$ cat src/shared/isbo_pkg.sv
// Notes on behaviour
// - Decrement-skip writes f minus one, flags untouched
// - Destination select 0 is working, 1 file
// - Zero decrement result turns next instruction into nop
// - Increment-skip adds one, flags untouched, zero skips
// - Plain increment writes f plus one, updates zero
// - Branch loads eleven-bit operand into low counter bits
// - Branch copies page latch bits 4:3 to 12:11
// - Branch takes two cycles, flags untouched
// - Literal OR into working register, updates zero
// - OR working with file, routed result, updates zero
`default_nettype none
package isbo_pkg;
    // ------------------------------------------------------------
    // Widths and field positions
    // ------------------------------------------------------------
    localparam int unsigned DATA_W    = 8;
    localparam int unsigned PC_W      = 13;
    localparam int unsigned LIT_W     = 11;
    localparam int unsigned ADDR_W    = 7;
    localparam int unsigned PAGE_HI   = 4;
    localparam int unsigned PAGE_LO   = 3;
    localparam int unsigned PC_PAGE_HI = 12;
    localparam int unsigned PC_PAGE_LO = 11;
    localparam int unsigned LIT8_HI   = 7;

    // ------------------------------------------------------------
    // Reset values and constants
    // ------------------------------------------------------------
    localparam logic [DATA_W-1:0] W_RESET    = 8'h00;
    localparam logic              Z_RESET    = 1'b0;
    localparam logic [PC_W-1:0]   PC_RESET   = 13'h0000;
    localparam logic [PC_W-1:0]   PC_STEP    = 13'h0001;
    localparam logic [DATA_W-1:0] DATA_ONE   = 8'h01;
    localparam logic [DATA_W-1:0] DATA_ZERO  = 8'h00;
    localparam logic              DEST_WORK  = 1'b0;
    localparam logic              DEST_FILE  = 1'b1;

    // ------------------------------------------------------------
    // Decoded operations and sequencer states
    // ------------------------------------------------------------
    typedef enum logic [2:0] {
        op_none                   = 3'b000,
        op_decrement_skip_if_zero = 3'b001,
        op_increment_skip_if_zero = 3'b010,
        op_increment_file         = 3'b011,
        op_unconditional_branch   = 3'b100,
        op_or_literal_into_working = 3'b101,
        op_or_working_with_file   = 3'b110
    } isbo_op_t;

    typedef enum logic {
        st_exec    = 1'b0,
        st_discard = 1'b1
    } isbo_state_t;
endpackage
`default_nettype wire

$ cat src/shared/isbo_alu_if.sv
`timescale 1ns/100ps
`default_nettype none
// ------------------------------------------------------------
// Operands and result between sequencer and data path
// ------------------------------------------------------------
interface isbo_alu_if;
    isbo_pkg::isbo_op_t              op;
    logic [isbo_pkg::DATA_W-1:0]     file_val;
    logic [isbo_pkg::DATA_W-1:0]     work_val;
    logic [isbo_pkg::DATA_W-1:0]     literal;
    logic [isbo_pkg::DATA_W-1:0]     result;
    logic                            result_zero;
    logic                            writes_zero;
    logic                            wants_skip;

    modport seq (output op, file_val, work_val, literal,
                 input result, result_zero, writes_zero, wants_skip);
    modport alu (input op, file_val, work_val, literal,
                 output result, result_zero, writes_zero, wants_skip);
endinterface
`default_nettype wire

$ cat src/logic/isbo_alu.sv
`timescale 1ns/100ps
`default_nettype none
module isbo_alu
(
    isbo_alu_if.alu bus
);
    // ------------------------------------------------------------
    // Result selection, purely combinational
    // ------------------------------------------------------------
    // Sized adds drop the carry out, so 8'hff + 1 wraps to 0
    always_comb
    begin
        bus.result      = isbo_pkg::DATA_ZERO;
        bus.writes_zero = 1'b0;
        bus.wants_skip  = 1'b0;
        case (bus.op)
            isbo_pkg::op_decrement_skip_if_zero:
            begin
                bus.result     = bus.file_val - isbo_pkg::DATA_ONE;
                bus.wants_skip = 1'b1;
            end
            isbo_pkg::op_increment_skip_if_zero:
            begin
                bus.result     = bus.file_val + isbo_pkg::DATA_ONE;
                bus.wants_skip = 1'b1;
            end
            isbo_pkg::op_increment_file:
            begin
                bus.result      = bus.file_val + isbo_pkg::DATA_ONE;
                bus.writes_zero = 1'b1;
            end
            isbo_pkg::op_or_literal_into_working:
            begin
                bus.result      = bus.work_val | bus.literal;
                bus.writes_zero = 1'b1;
            end
            isbo_pkg::op_or_working_with_file:
            begin
                bus.result      = bus.work_val | bus.file_val;
                bus.writes_zero = 1'b1;
            end
            default:
            begin
                bus.result = isbo_pkg::DATA_ZERO;
            end
        endcase
    end

    // Zero detect shared by the flag and the skip decision
    assign bus.result_zero = (bus.result == isbo_pkg::DATA_ZERO);
endmodule // isbo_alu
`default_nettype wire

$ cat src/logic/isbo_exec.sv
`timescale 1ns/100ps
`default_nettype none
module isbo_exec
(
    input  wire logic                            core_clk,
    input  wire logic                            rst_n,
    input  wire logic                            instr_valid,
    input  wire isbo_pkg::isbo_op_t              instr_op,
    input  wire logic                            instr_dest,
    input  wire logic [isbo_pkg::ADDR_W-1:0]     instr_addr,
    input  wire logic [isbo_pkg::LIT_W-1:0]      instr_literal,
    input  wire logic [isbo_pkg::DATA_W-1:0]     file_rd_data,
    input  wire logic [isbo_pkg::DATA_W-1:0]     program_counter_page_latch,
    output wire logic [isbo_pkg::ADDR_W-1:0]     file_rd_addr,
    output wire logic                            nop_slot,
    output var  logic                            file_wr_en_r,
    output var  logic [isbo_pkg::ADDR_W-1:0]     file_wr_addr_r,
    output var  logic [isbo_pkg::DATA_W-1:0]     file_wr_data_r,
    output var  logic [isbo_pkg::DATA_W-1:0]     work_reg_r,
    output var  logic                            zero_flag_r,
    output var  logic [isbo_pkg::PC_W-1:0]       pc_r
);
    // ------------------------------------------------------------
    // Data path
    // ------------------------------------------------------------
    isbo_alu_if alu_bus ();

    isbo_alu u_alu
    (
        .bus (alu_bus.alu)
    );

    isbo_pkg::isbo_state_t           state_r;
    isbo_pkg::isbo_state_t           state_nxt;
    logic                            file_wr_en_nxt;
    logic [isbo_pkg::ADDR_W-1:0]     file_wr_addr_nxt;
    logic [isbo_pkg::DATA_W-1:0]     file_wr_data_nxt;
    logic [isbo_pkg::DATA_W-1:0]     work_reg_nxt;
    logic                            zero_flag_nxt;
    logic [isbo_pkg::PC_W-1:0]       pc_nxt;
    logic                            execute;
    logic                            has_dest;
    logic                            skip_pending_r;
    logic                            skip_pending_nxt;

    // Operands go straight to the data path; file read is same cycle
    assign alu_bus.op       = instr_op;
    assign alu_bus.file_val = file_rd_data;
    assign alu_bus.work_val = work_reg_r;
    assign alu_bus.literal  = instr_literal[isbo_pkg::LIT8_HI:0];
    assign file_rd_addr     = instr_addr;

    // A word offered during the discard slot is swallowed as a nop
    assign nop_slot = (state_r == isbo_pkg::st_discard);
    assign execute  = instr_valid && !nop_slot;
    assign has_dest = (instr_op != isbo_pkg::op_unconditional_branch)
                   && (instr_op != isbo_pkg::op_or_literal_into_working)
                   && (instr_op != isbo_pkg::op_none);

    // ------------------------------------------------------------
    // Next-state computation
    // ------------------------------------------------------------
    always_comb
    begin
        state_nxt        = isbo_pkg::st_exec;
        file_wr_en_nxt   = 1'b0;
        file_wr_addr_nxt = file_wr_addr_r;
        file_wr_data_nxt = file_wr_data_r;
        work_reg_nxt     = work_reg_r;
        zero_flag_nxt    = zero_flag_r;
        pc_nxt           = pc_r;
        case (state_r)
            isbo_pkg::st_exec:
            begin
                if (execute)
                begin
                    pc_nxt = pc_r + isbo_pkg::PC_STEP;
                    if (instr_op == isbo_pkg::op_unconditional_branch)
                    begin
                        // Fetched successor is stale, so drop it
                        pc_nxt = {program_counter_page_latch[
                                      isbo_pkg::PAGE_HI:isbo_pkg::PAGE_LO],
                                  instr_literal};
                        state_nxt = isbo_pkg::st_discard;
                    end
                    else if (has_dest && instr_dest == isbo_pkg::DEST_FILE)
                    begin
                        file_wr_en_nxt   = 1'b1;
                        file_wr_addr_nxt = instr_addr;
                        file_wr_data_nxt = alu_bus.result;
                    end
                    else if (instr_op != isbo_pkg::op_none)
                    begin
                        work_reg_nxt = alu_bus.result;
                    end
                    // Skip forms leave the flag alone
                    if (alu_bus.writes_zero)
                    begin
                        zero_flag_nxt = alu_bus.result_zero;
                    end
                    if (alu_bus.wants_skip && alu_bus.result_zero)
                    begin
                        state_nxt = isbo_pkg::st_discard;
                    end
                end
            end
            isbo_pkg::st_discard:
            begin
                // Skipped word still occupies an address; branch does not
                if (instr_valid)
                begin
                    state_nxt = isbo_pkg::st_exec;
                    if (skip_pending_r)
                    begin
                        pc_nxt = pc_r + isbo_pkg::PC_STEP;
                    end
                end
                else
                begin
                    state_nxt = isbo_pkg::st_discard;
                end
            end
            default:
            begin
                state_nxt = isbo_pkg::st_exec;
            end
        endcase
    end

    // ------------------------------------------------------------
    // Registers
    // ------------------------------------------------------------
    // Remember whether the slot came from a skip, to step past it
    always_comb
    begin
        skip_pending_nxt = skip_pending_r;
        if (execute)
        begin
            skip_pending_nxt = alu_bus.wants_skip;
        end
    end

    always_ff @(posedge core_clk or negedge rst_n)
    begin
        if (!rst_n)
        begin
            state_r        <= isbo_pkg::st_exec;
            file_wr_en_r   <= 1'b0;
            file_wr_addr_r <= '0;
            file_wr_data_r <= isbo_pkg::DATA_ZERO;
            work_reg_r     <= isbo_pkg::W_RESET;
            zero_flag_r    <= isbo_pkg::Z_RESET;
            pc_r           <= isbo_pkg::PC_RESET;
            skip_pending_r <= 1'b0;
        end
        else
        begin
            state_r        <= state_nxt;
            file_wr_en_r   <= file_wr_en_nxt;
            file_wr_addr_r <= file_wr_addr_nxt;
            file_wr_data_r <= file_wr_data_nxt;
            work_reg_r     <= work_reg_nxt;
            zero_flag_r    <= zero_flag_nxt;
            skip_pending_r <= skip_pending_nxt;
            pc_r           <= pc_nxt;
        end
    end
endmodule // isbo_exec
`default_nettype wire

$ cat config.mk
export PLATFORM = sky130hd
export DESIGN_NAME = isbo_exec
export DESIGN_NICKNAME = d
export VERILOG_FILES = /design/src/shared/isbo_pkg.sv /design/src/shared/isbo_alu_if.sv /design/src/logic/isbo_alu.sv /design/src/logic/isbo_exec.sv
export SDC_FILE = /design/constraint.sdc
export NUM_CORES = 1
export LEC_CHECK = 0
export ABC_AREA = 1
export BUFFER_PORTS_ARGS = -buffer_cell sky130_fd_sc_hd__buf_2
export CORE_MARGIN = 2
export CORE_UTILIZATION = 55
export DETAILED_ROUTE_END_ITERATION = 16
export PLACE_DENSITY = 0.84
export SLEW_MARGIN = 20
export SYNTH_ARGS = -nofsm -noshare
export SYNTH_HDL_FRONTEND = slang
export SYNTH_SLANG_ARGS = --single-unit
$ cat constraint.sdc
create_clock -name core_clk -period 4.2 [get_ports core_clk]
set_clock_uncertainty 0.15 [all_clocks]
set_input_delay 0.42 -clock core_clk [delete_from_list [all_inputs] [get_ports core_clk]]
set_output_delay 0.42 -clock core_clk [all_outputs]
set_load 0.02 [all_outputs]
==> key figures, run 1 <==
Flow run
  – Max Cap Viol: 0

Floorplan
  – Row cnt: 24
  – Io pins: 87
  – Die area: 0.00527 sq mm
  – Core Region: 0.00444 sq mm
  – Die Width: 72.6 um
  – Die Y: 72.6 um
  – Initial Utilization: 0.583

Worst setup path
  – Reg2reg start: nop_slot
  – Worst Setup Start Kind: input pin
  – Worst-case register-to-register setup slack: 2.08 ns
  – Critical Path Sink Type: flip-flop
  – Required time of the critical path: around 4.2 ns
  – Crit Path Class: in -> reg
  – Worst setup path startpoint: instr_op[1]
  – Worst EP arrival: approximately 2.3 ns
  – Worst Path Max Fanout: 18

Power
  – Clock share of power: 0.196
  – Seq pwr share: 0.405
  – VDD IR max: 0.257 mV
  – Sw Pwr: between 500 and 600 uW
  – Static Leak: 0.00163 uW
  – Internal: 834 uW
  – PwrDens: between 400 and 500 mW/mm^2
  – Sw frac: 0.404
  – Comb power frac: 0.399

Synth
  – Post-synthesis cell area: approximately 0.0026 sq mm
  – Ys Warns: 0
  – Number of enable flip-flop cells after synthesis: 0
  – Syn Nets: roughly 380
  – FFs w/ async S/R, synth: 1.00
  – Sequential element share of the synthesized area: 0.386
  – Syn_area_per_cell: 7.64 sq um
  – Yosys reg bits: 40
  – Syn Inst Count: 339
  – Synth unique cells: 40
  – Top post-synthesis cells by area: dfrtp_1, nand2_1, o21ai_0
  – Most used flip-flop cell after synthesis: dfrtp_1
  – Post-synth top area share: 0.386
  – Synth area leader: dfrtp_1

Clocking
  – Clock latency on the worst-skew pair: around 0.29 ns
  – Total CTS buffers: 5
  – Clk sinks: 40
  – CTS resizes: 0
  – Post-CTS Setup Inserts: 0
  – Clock transition at path regs: about 0.07 ns
  – H-tree depth: 2
  – CTS root buffer: clkbuf_8
  – TritonCTS clock tree: done
  – Longest Clk Path Bufs: 2
  – Hold buffer count at cts: 0

Placed design
  – RePlAce Congestion: 0.918
  – DPL Wire Length: between 4000 and 5000 um
  – Buffers on Ports: 80
  – Inst Count DP: about 460

Global routing
  – Initial antenna violation count: 0
  – Vias in the first global route: roughly 2400
  – Grt ovf: 0
  – Grt peak-use layer: met2
  – Routing usage on met2: 0.438
  – Largest net degree at the start of global routing: just over 40
  – Met3 Use GR: 0.0511
  – First-pass GRT wire length: 10600 um
  – GRT Total Usage: 0.255
  – Met1 usage: 0.329

Timing
  – Max Fclk: 448 MHz
  – Tcrit/Tclk final: 0.531
  – Max Slew Vio Count: 0
  – Final Hold Viols: 0
  – TNS Setup: 0 ns
  – Crit path time final: 2.23 ns
  – Setup violators final: 0
  – RSZ-0062 raised after global routing: false
  – Slew @ Worst Pin: 0.895 ns
  – Rel. slew slack: 0.404

Hold path
  – Hold Crit Class: in -> async

Finish
  – Post-route non-filler standard cell count: 465
  – Number of diodes: 0
  – # fillers: roughly 390
  – Area delta synth->final: 18.2%
  – Layout cells sized above 1: 0.300
  – Layout Nets: 457

Route
  – DR DRC count: 0
  – DR vias: 2515
  – Post-detailed-route wirelength per cell: between 10 and 15 um
  – DRT Pass-1 Iters: 4
  – WL final: 6230 um
  – DRT iter0 DRCs: 160
  – Vias per inst: 5.41
  – Final ANT Viol Nets: 0

Run status
  – Run status: completed
## cells in the final DEF (no fill, tap or decap), drive strengths merged
cell	n
a21oi	13
a31o	1
a31oi	7
a41oi	1
buf	81
clkbuf	7
clkinv	2
dfrtp	40
ha	3
inv	40
mux2	9
nand2	84
nand3	27
nand3b	1
nand4	2
nor2	35
nor3	4
nor3b	1
nor4	1
o211ai	1
o21a	1
o21ai	37
o21bai	1
o22ai	5
or2	1
xor2	8
## cells in the mapped netlist (all sizes together), types with 5 or more instances
cell and n:
a21oi 13, nand3 27, buf 12, nand2 84, dfrtp 40, inv 40, o21ai 37, mux2 9
a31oi 7, xor2 8, nor2 35, o22ai 5
## per-layer routing
metal | routed length [um] | share of wire | up-vias
li1 | - | - | 1252
met1 | 2680 | 0.43 | 1163
met2 | 2980 | 0.48 | 89
met3 | 480 | 0.077 | 11
met4 | 91 | 0.015 | 0
met5 | 0 | 0 | -
## critical path, cell delays in order
cell	delay, ns
buf_2	0.23
nor2_1	0.11
inv_1	0.11
nor2_1	0.07
nand2_1	0.43
clkinv_1	0.40
o21ai_0	0.25
nor2_1	0.06
a21oi_1	0.12
inv_1	0.05
## metrics by stage
step | utilization | cell area, sq um | setup WS [ns] | power, uW | hold WS [ns]
finish | 0.689 | 3060 | 1.97 | 1400 | 0.0961
floorplan | - | 2590 | 2.24 | 945 | -0.0256
CTS | 0.689 | 3060 | 1.97 | 1410 | 0.129
global placement | 0.667 | 2970 | 1.72 | 1120 | 0.313
global route | 0.689 | 3060 | 1.68 | 1500 | 0.171
detailed placement | 0.667 | 2970 | 1.69 | 1130 | 0.322
## worst paths after layout
check / to / cells after the start
min in group core_clk: file_wr_addr_r[2] / 2
worst max-delay path: pc_r[5] / 10
worst min register to register: zero_flag_r / 2
worst min-delay path: pc_r[3] / 1
worst max register to register: pc_r[5] / 7
max in group asynchronous: file_wr_data_r[1] / 1
## power by group through the flow
stage / Combinational, uW / Sequential [uW] / Clock, uW
floorplan: 255 / 690 / 0
global placement: 544 / 571 / 0
detailed placement: 558 / 574 / 0
CTS: 561 / 567 / 281
global route: 621 / 582 / 293
finish: 558 / 568 / 274
## flip-flops by register name, summed over array words and instances (netlist names)
name,flops
file_wr_data_r,8
nop_slot,1
work_reg_r,8
file_wr_en_r,1
skip_pending_r,1
pc_r,13
file_wr_addr_r,7
zero_flag_r,1
## area by class of cell
type	instances	area, sq um	area share
timing repair buffer	81	408	0.133
tap	52	65.1	0.0213
inverter	42	160	0.0523
sequential	40	1000	0.327
clock buffer	7	96.3	0.0315
multi-input combinational	243	1330	0.435
## cells by family (layout without fill, tap and decap cells)
group | after synthesis | after routing | synth area share
flip-flops | 40 | 40 | 0.386
AND/OR/NAND/NOR | 156 | 156 | 0.285
buffers and inverters | 56 | 130 | 0.0995
AO/OA/AOI/OAI | 67 | 67 | 0.148
multiplexers | 9 | 9 | 0.0391
XOR/XNOR | 8 | 8 | 0.0271
adder cells (fa/ha/maj) | 3 | 3 | 0.0145
No activity file was read; power rests on OpenSTA's default activity.
==> inputs of run 2 (changes only) <==
--- a/config.mk
+++ b/config.mk
@@ -8,9 +8,9 @@
 export ABC_AREA = 1
 export BUFFER_PORTS_ARGS = -buffer_cell sky130_fd_sc_hd__buf_2
 export CORE_MARGIN = 2
-export CORE_UTILIZATION = 55
+export CORE_UTILIZATION = 51
 export DETAILED_ROUTE_END_ITERATION = 16
-export PLACE_DENSITY = 0.84
+export PLACE_DENSITY = 0.79
 export SLEW_MARGIN = 20
 export SYNTH_ARGS = -nofsm -noshare
 export SYNTH_HDL_FRONTEND = slang
==> constraint.sdc (replaced) <==
create_clock -name core_clk -period 2.1 [get_ports core_clk]
set_clock_uncertainty 0.15 [all_clocks]
set_input_delay 0.21 -clock core_clk [delete_from_list [all_inputs] [get_ports core_clk]]
set_output_delay 0.21 -clock core_clk [all_outputs]
set_load 0.02 [all_outputs]
==> run 2 against run 1 <==
  * Clock power up 84%
  * Final area up 5.4%
  * Global-route usage down 0.28 points
  * Combinational power up 110%
  * Cell count up 7.1%
  * Die area up 7.4%
  * Sequential share of layout area down 1.7 points
  * Sequential cell count unchanged
  * Largest cell class unchanged
  * Highest routed layer unchanged
==> key figures, run 2 (synthesis results as in run 1) <==
Finish
  – Post-route non-filler standard cell count: 498
  – Multi-input logic area: 0.00135 sq mm
  – Most frequent cells in the layout: buf_2, nand2_1, dfrtp_1
  – Number of diodes: 0
  – Largest register FFs: 13
  – FF+latch area: 0.00100 sq mm
  – Layout Nets: 475
  – Area delta synth->final: 24.5%
  – Most common cell after layout, fill and taps aside: buf_2
  – Top reg by flops: pc_r
  – Layout cells sized above 1: 0.327
  – Largest regs: pc_r (13), file_wr_data_r (8), work_reg_r (8)
  – # fillers: 449
  – Final instance area: about 0.0032 sq mm

Worst setup path
  – Worst EP arrival: between 1.5 and 2 ns
  – Crit Path Class: reg -> reg
  – Worst Setup Start Kind: flip-flop
  – Reg2reg start: pc_r[0]
  – Worst setup path startpoint: pc_r[0]
  – Critical Path Sink Type: flip-flop
  – Worst Path Max Fanout: 5
  – Required time of the critical path: ~2.2 ns

Power
  – Static Leak: 0.00172 uW
  – VDD IR max: 0.603 mV
  – PwrDens: 869 mW/mm^2

Timing
  – RSZ-0062 raised after global routing: false
  – Setup violators final: 0
  – Slew @ Worst Pin: approximately 0.52 ns
  – Rel. slew slack: 0.651
  – Max Slew Vio Count: 0
  – Final Hold Viols: 0
  – Tcrit/Tclk final: 0.887
  – Crit path time final: 1.86 ns
  – Max Fclk: 537 MHz
  – Setup ws final: 0.238 ns
  – TNS Setup: 0 ns

Global routing
  – Vias in the first global route: ~2400
  – Grt ovf: 0
  – Initial antenna violation count: 0
  – Largest net degree at the start of global routing: 41
  – First-pass GRT wire length: approximately 11000 um
  – GRT Total Usage: 0.252

Route
  – Vias per inst: 5.19
  – DRT iter0 DRCs: between 90 and 100
  – DR vias: roughly 2600
  – WL final: 6660 um
  – Post-detailed-route wirelength per cell: 13.4 um
  – DR DRC count: 0
  – Final ANT Viol Nets: 0
  – DRT Pass-1 Iters: 4

Clocking
  – H-tree depth: 2
  – Clock transition at path regs: roughly 0.08 ns
  – Clock latency on the worst-skew pair: 0.30 ns
  – CTS root buffer: clkbuf_8
  – Total CTS buffers: 5
  – TritonCTS clock tree: done
  – Clk sinks: 40
  – Longest Clk Path Bufs: 2
  – Post-CTS Setup Inserts: 0

Placed design
  – Inst Count DP: approximately 490
  – DPL Wire Length: 5130 um
  – Dpl ws: 0.0456 ns
  – Buffers on Ports: 80
  – RePlAce Congestion: 0.891
  – DP Area: 0.00310 sq mm

Flow run
  – Max Cap Viol: 0

Floorplan
  – Row cnt: 25
  – Io pins: 87
  – Die Width: 75.3 um
  – Die Y: 75.3 um
  – Core Region: 0.00482 sq mm
  – Die area: about 0.0057 sq mm
  – Initial Utilization: 0.538

Hold path
  – Min-delay src: instr_addr[4]
  – Hold Crit Class: in -> reg

Run status
  – Run status: completed
-- run 2: cell count changes in the layout (fill, tap and decap cells not counted) --
| cell | before | now |
|---|---|---|
| buf_4 | 1 | 16 |
| dlygate4sd3_1 | 0 | 3 |
| clkbuf_8 | 7 | 5 |
| clkinv_2 | 0 | 1 |
| clkinvlp_4 | 0 | 1 |
| nor2_1 | 32 | 31 |
| nor2_2 | 3 | 4 |
| nor4_1 | 1 | 0 |
| nor4_4 | 0 | 1 |
-- run 2: metal layers --
layer / track usage / part of all wire / up-vias
li1: - / - / 1294
met1: 0.325 / 0.44 / 1186
met2: 0.430 / 0.49 / 92
met3: 0.0562 / 0.060 / 12
met4: 0.0643 / 0.015 / 0
met5: 0 / 0 / -
-- run 2: through the flow --
step                      power [uW]  hold slack, ns  utilization
after floorplan                 1890          -0.236            -
after global placement          2260           0.151        0.643
after detailed placement        2300           0.157        0.643
after CTS                       2810        0.000498        0.666
after global routing            2990         0.00935        0.670
final                           2800         0.00581        0.670
-- run 2: final timing paths --
kind / to / depth (start not counted) / slack [ns]
worst max-delay path: pc_r[12] / 8 / 0.24
worst min-delay path: file_wr_addr_r[4] / 2 / 0.006
worst max register to register: pc_r[12] / 8 / 0.24
worst min register to register: zero_flag_r / 2 / 0.33
max in group asynchronous: file_wr_data_r[0] / 3 / 1.07
min in group asynchronous: pc_r[5] / 3 / 0.36
-- run 2: critical path: stages, from the launching register on --
cell	delay (ns)
dfrtp_1	0.42
ha_1	0.20
nand3_1	0.14
nor2_2	0.15
nand2_1	0.16
nor4_4	0.19
xor2_1	0.18
nor2_1	0.05
o21ai_0	0.15
-- run 2: where the power goes --
part	switching (uW)	leakage (uW)	internal [uW]	total, uW
sequential	171	0.000488	970	1140
combinational	724	0.00119	436	1160
clock	278	0.0000400	225	503
total	1170	0.00172	1630	2800
-- run 2: timing repair --
| item | in CTS | in global routing |
|---|---|---|
| endpoints found under the setup margin | 0 | 1 |
| hold buffers | 3 | 0 |
| gates resized for setup | 0 | 3 |
| hold endpoints to repair | 42 | 0 |
-- run 2: cell type report --
cell class / instances / area share
clock buffers: 5 / 0.0213
well taps: 67 / 0.0260
inverters: 42 / 0.0497
multi-input cells: 243 / 0.418
clock inverters: 2 / 0.00388
flip-flops and latches: 40 / 0.310
repair buffers: 99 / 0.171
==> inputs of run 3 (changes only) <==
--- a/config.mk
+++ b/config.mk
@@ -7,10 +7,12 @@
 export LEC_CHECK = 0
 export ABC_AREA = 1
 export BUFFER_PORTS_ARGS = -buffer_cell sky130_fd_sc_hd__buf_2
+export CAP_MARGIN = 20
 export CORE_MARGIN = 2
-export CORE_UTILIZATION = 51
+export CORE_UTILIZATION = 55
 export DETAILED_ROUTE_END_ITERATION = 16
-export PLACE_DENSITY = 0.79
+export PLACE_DENSITY = 0.84
+export SKIP_CTS_REPAIR_TIMING = 1
 export SLEW_MARGIN = 20
 export SYNTH_ARGS = -nofsm -noshare
 export SYNTH_HDL_FRONTEND = slang
==> constraint.sdc (replaced) <==
create_clock -name core_clk -period 2.2 [get_ports core_clk]
set_clock_uncertainty 0.15 [all_clocks]
set_input_delay 0.22 -clock core_clk [delete_from_list [all_inputs] [get_ports core_clk]]
set_output_delay 0.22 -clock core_clk [all_outputs]
set_load 0.02 [all_outputs]
==> run 3 against run 2 <==
  * Sequential share of layout area grew 0.63 points
  * First-iteration DRC count grew 27%
  * Sequential cell count is the same
  * Final area shrank 2.0%
  * Fmax shrank 8.6%
  * Combinational power shrank 7%
  * Critical endpoint unchanged
  * Clock-buffer cell count grew 2
  * Utilization grew 4.2 points
  * Non-clock buffer count shrank 9
  * Wire length shrank 5.0%
  * Setup slack lost 0.075 ns
==> key figures, run 3 (synthesis results as in run 1) <==
Route
  – DRT Pass-1 Iters: 5
  – DR vias: between 2000 and 3000
  – DRT iter0 DRCs: 123
  – Post-detailed-route wirelength per cell: 13.3 um
  – Vias per inst: 5.40
  – DR DRC count: 0
  – WL final: 6330 um
  – Final ANT Viol Nets: 0

Power
  – VDD IR max: 0.640 mV
  – Sw Pwr: 1100 uW
  – Static Leak: ~0.0017 uW
  – Internal: 1730 uW
  – Clock share of power: 0.232
  – Comb power frac: 0.383
  – Seq pwr share: 0.385
  – Sw frac: 0.389
  – PwrDens: 895 mW/mm^2

Global routing
  – Grt ovf: 0
  – GRT Total Usage: 0.260
  – Largest net degree at the start of global routing: 24
  – Vias in the first global route: 2466
  – Initial antenna violation count: 0
  – First-pass GRT wire length: 10800 um

Clocking
  – Longest Clk Path Bufs: 2
  – TritonCTS clock tree: done
  – CTS root buffer: clkbuf_8
  – H-tree depth: 2
  – Clock latency on the worst-skew pair: roughly 0.29 ns
  – Clock transition at path regs: around 0.08 ns
  – Total CTS buffers: 5
  – Clk sinks: 40

Timing
  – Max Slew Vio Count: 0
  – Slew @ Worst Pin: between 0.5 and 0.6 ns
  – Final Hold Viols: 0
  – Tcrit/Tclk final: 0.926
  – Final hold slack: 0.00561 ns
  – Setup violators final: 0
  – Max Fclk: 491 MHz
  – Rel. slew slack: 0.645
  – TNS Setup: 0 ns
  – Crit path time final: 2.04 ns
  – RSZ-0062 raised after global routing: false

Finish
  – Most common cell after layout, fill and taps aside: buf_2
  – Layout Nets: 466
  – Area delta synth->final: 22.1%
  – Number of diodes: 0
  – Largest register FFs: 13
  – # fillers: 380
  – Largest regs: pc_r (13), file_wr_data_r (8), work_reg_r (8)
  – Layout cells sized above 1: 0.314
  – Top reg by flops: pc_r
  – Most frequent cells in the layout: buf_2, nand2_1, dfrtp_1

Floorplan
  – Io pins: 87
  – Die area: 0.00527 sq mm
  – Initial Utilization: 0.583
  – Die Y: 72.6 um
  – Row cnt: 24
  – Die Width: 72.6 um
  – Core Region: 0.00444 sq mm

Hold path
  – Hold depth: 2
  – Hold Crit Class: in -> reg

Worst setup path
  – Worst setup path startpoint: pc_r[0]
  – Critical Path Sink Type: flip-flop
  – Required time of the critical path: 2.26 ns
  – R2R Path End: pc_r[12]
  – Worst EP arrival: 2.10 ns
  – Reg2reg start: pc_r[0]
  – Worst Path Max Fanout: 5
  – Crit path to: pc_r[12]
  – Worst-case register-to-register setup slack: 0.16 ns
  – Worst Setup Start Kind: flip-flop
  – Crit Path Class: reg -> reg
  – Cells on worst reg2reg path: 8

Run status
  – Run status: completed

Placed design
  – Buffers on Ports: 80
  – DPL Wire Length: 4980 um
  – RePlAce Congestion: 0.935

Flow run
  – Max Cap Viol: 0
## run 3: layout make-up
cell class / instances / area (sq um) / area share
clock buffers: 7 / 96.3 / 0.0305
clock inverters: 1 / 30.0 / 0.00950
inverters: 42 / 160 / 0.0507
multi-input cells: 243 / 1330 / 0.421
flip-flops and latches: 40 / 1000 / 0.317
well taps: 52 / 65.1 / 0.0206
repair buffers: 90 / 478 / 0.151
## run 3: routing by layer
metal	share of wire	global-route usage	wire, um
met4	0.0071	0.0679	45
met1	0.42	0.340	2670
met3	0.080	0.0552	507
met5	0	0	0
met2	0.49	0.439	3110
## run 3: how the worst min path moves through the flow
stage,start,to,slack [ns]
after floorplan,rst_n,file_wr_addr_r[0],-0.23
after global placement,rst_n,pc_r[3],0.07
after detailed placement,rst_n,pc_r[3],0.08
after CTS,rst_n,pc_r[7],-0.23
after global routing,instr_addr[4],file_wr_addr_r[4],0.01
final,instr_addr[2],file_wr_addr_r[2],0.006
## run 3: per-stage QoR
step | std cells | setup WS [ns] | power [uW] | utilization | area, sq um
after CTS | 474 | 0.193 | 2840 | 0.709 | 3150
after floorplan | 339 | 0.342 | 1800 | - | 2590
final | 475 | 0.162 | 2830 | 0.711 | 3160
after global placement | 466 | 0.145 | 2140 | 0.681 | 3030
after detailed placement | 466 | 0.0943 | 2180 | 0.681 | 3030
after global routing | 475 | 0.0456 | 3010 | 0.711 | 3160
## run 3: power groups by stage
stage,combinational (uW),sequential [uW],clock (uW)
after CTS,1090,1090,666
after global placement,1050,1090,0
after floorplan,486,1320,0
final,1080,1090,656
after global routing,1200,1110,695
after detailed placement,1080,1100,0
## run 3: critical path, cell delays in order, from the launching register on
cell and delay (ns):
dfrtp_1 0.43, ha_1 0.23, nand3_1 0.13, nor2_1 0.21
nand2_1 0.15, nor4_1 0.28, xor2_1 0.18, nor2_1 0.05
o21ai_0 0.15
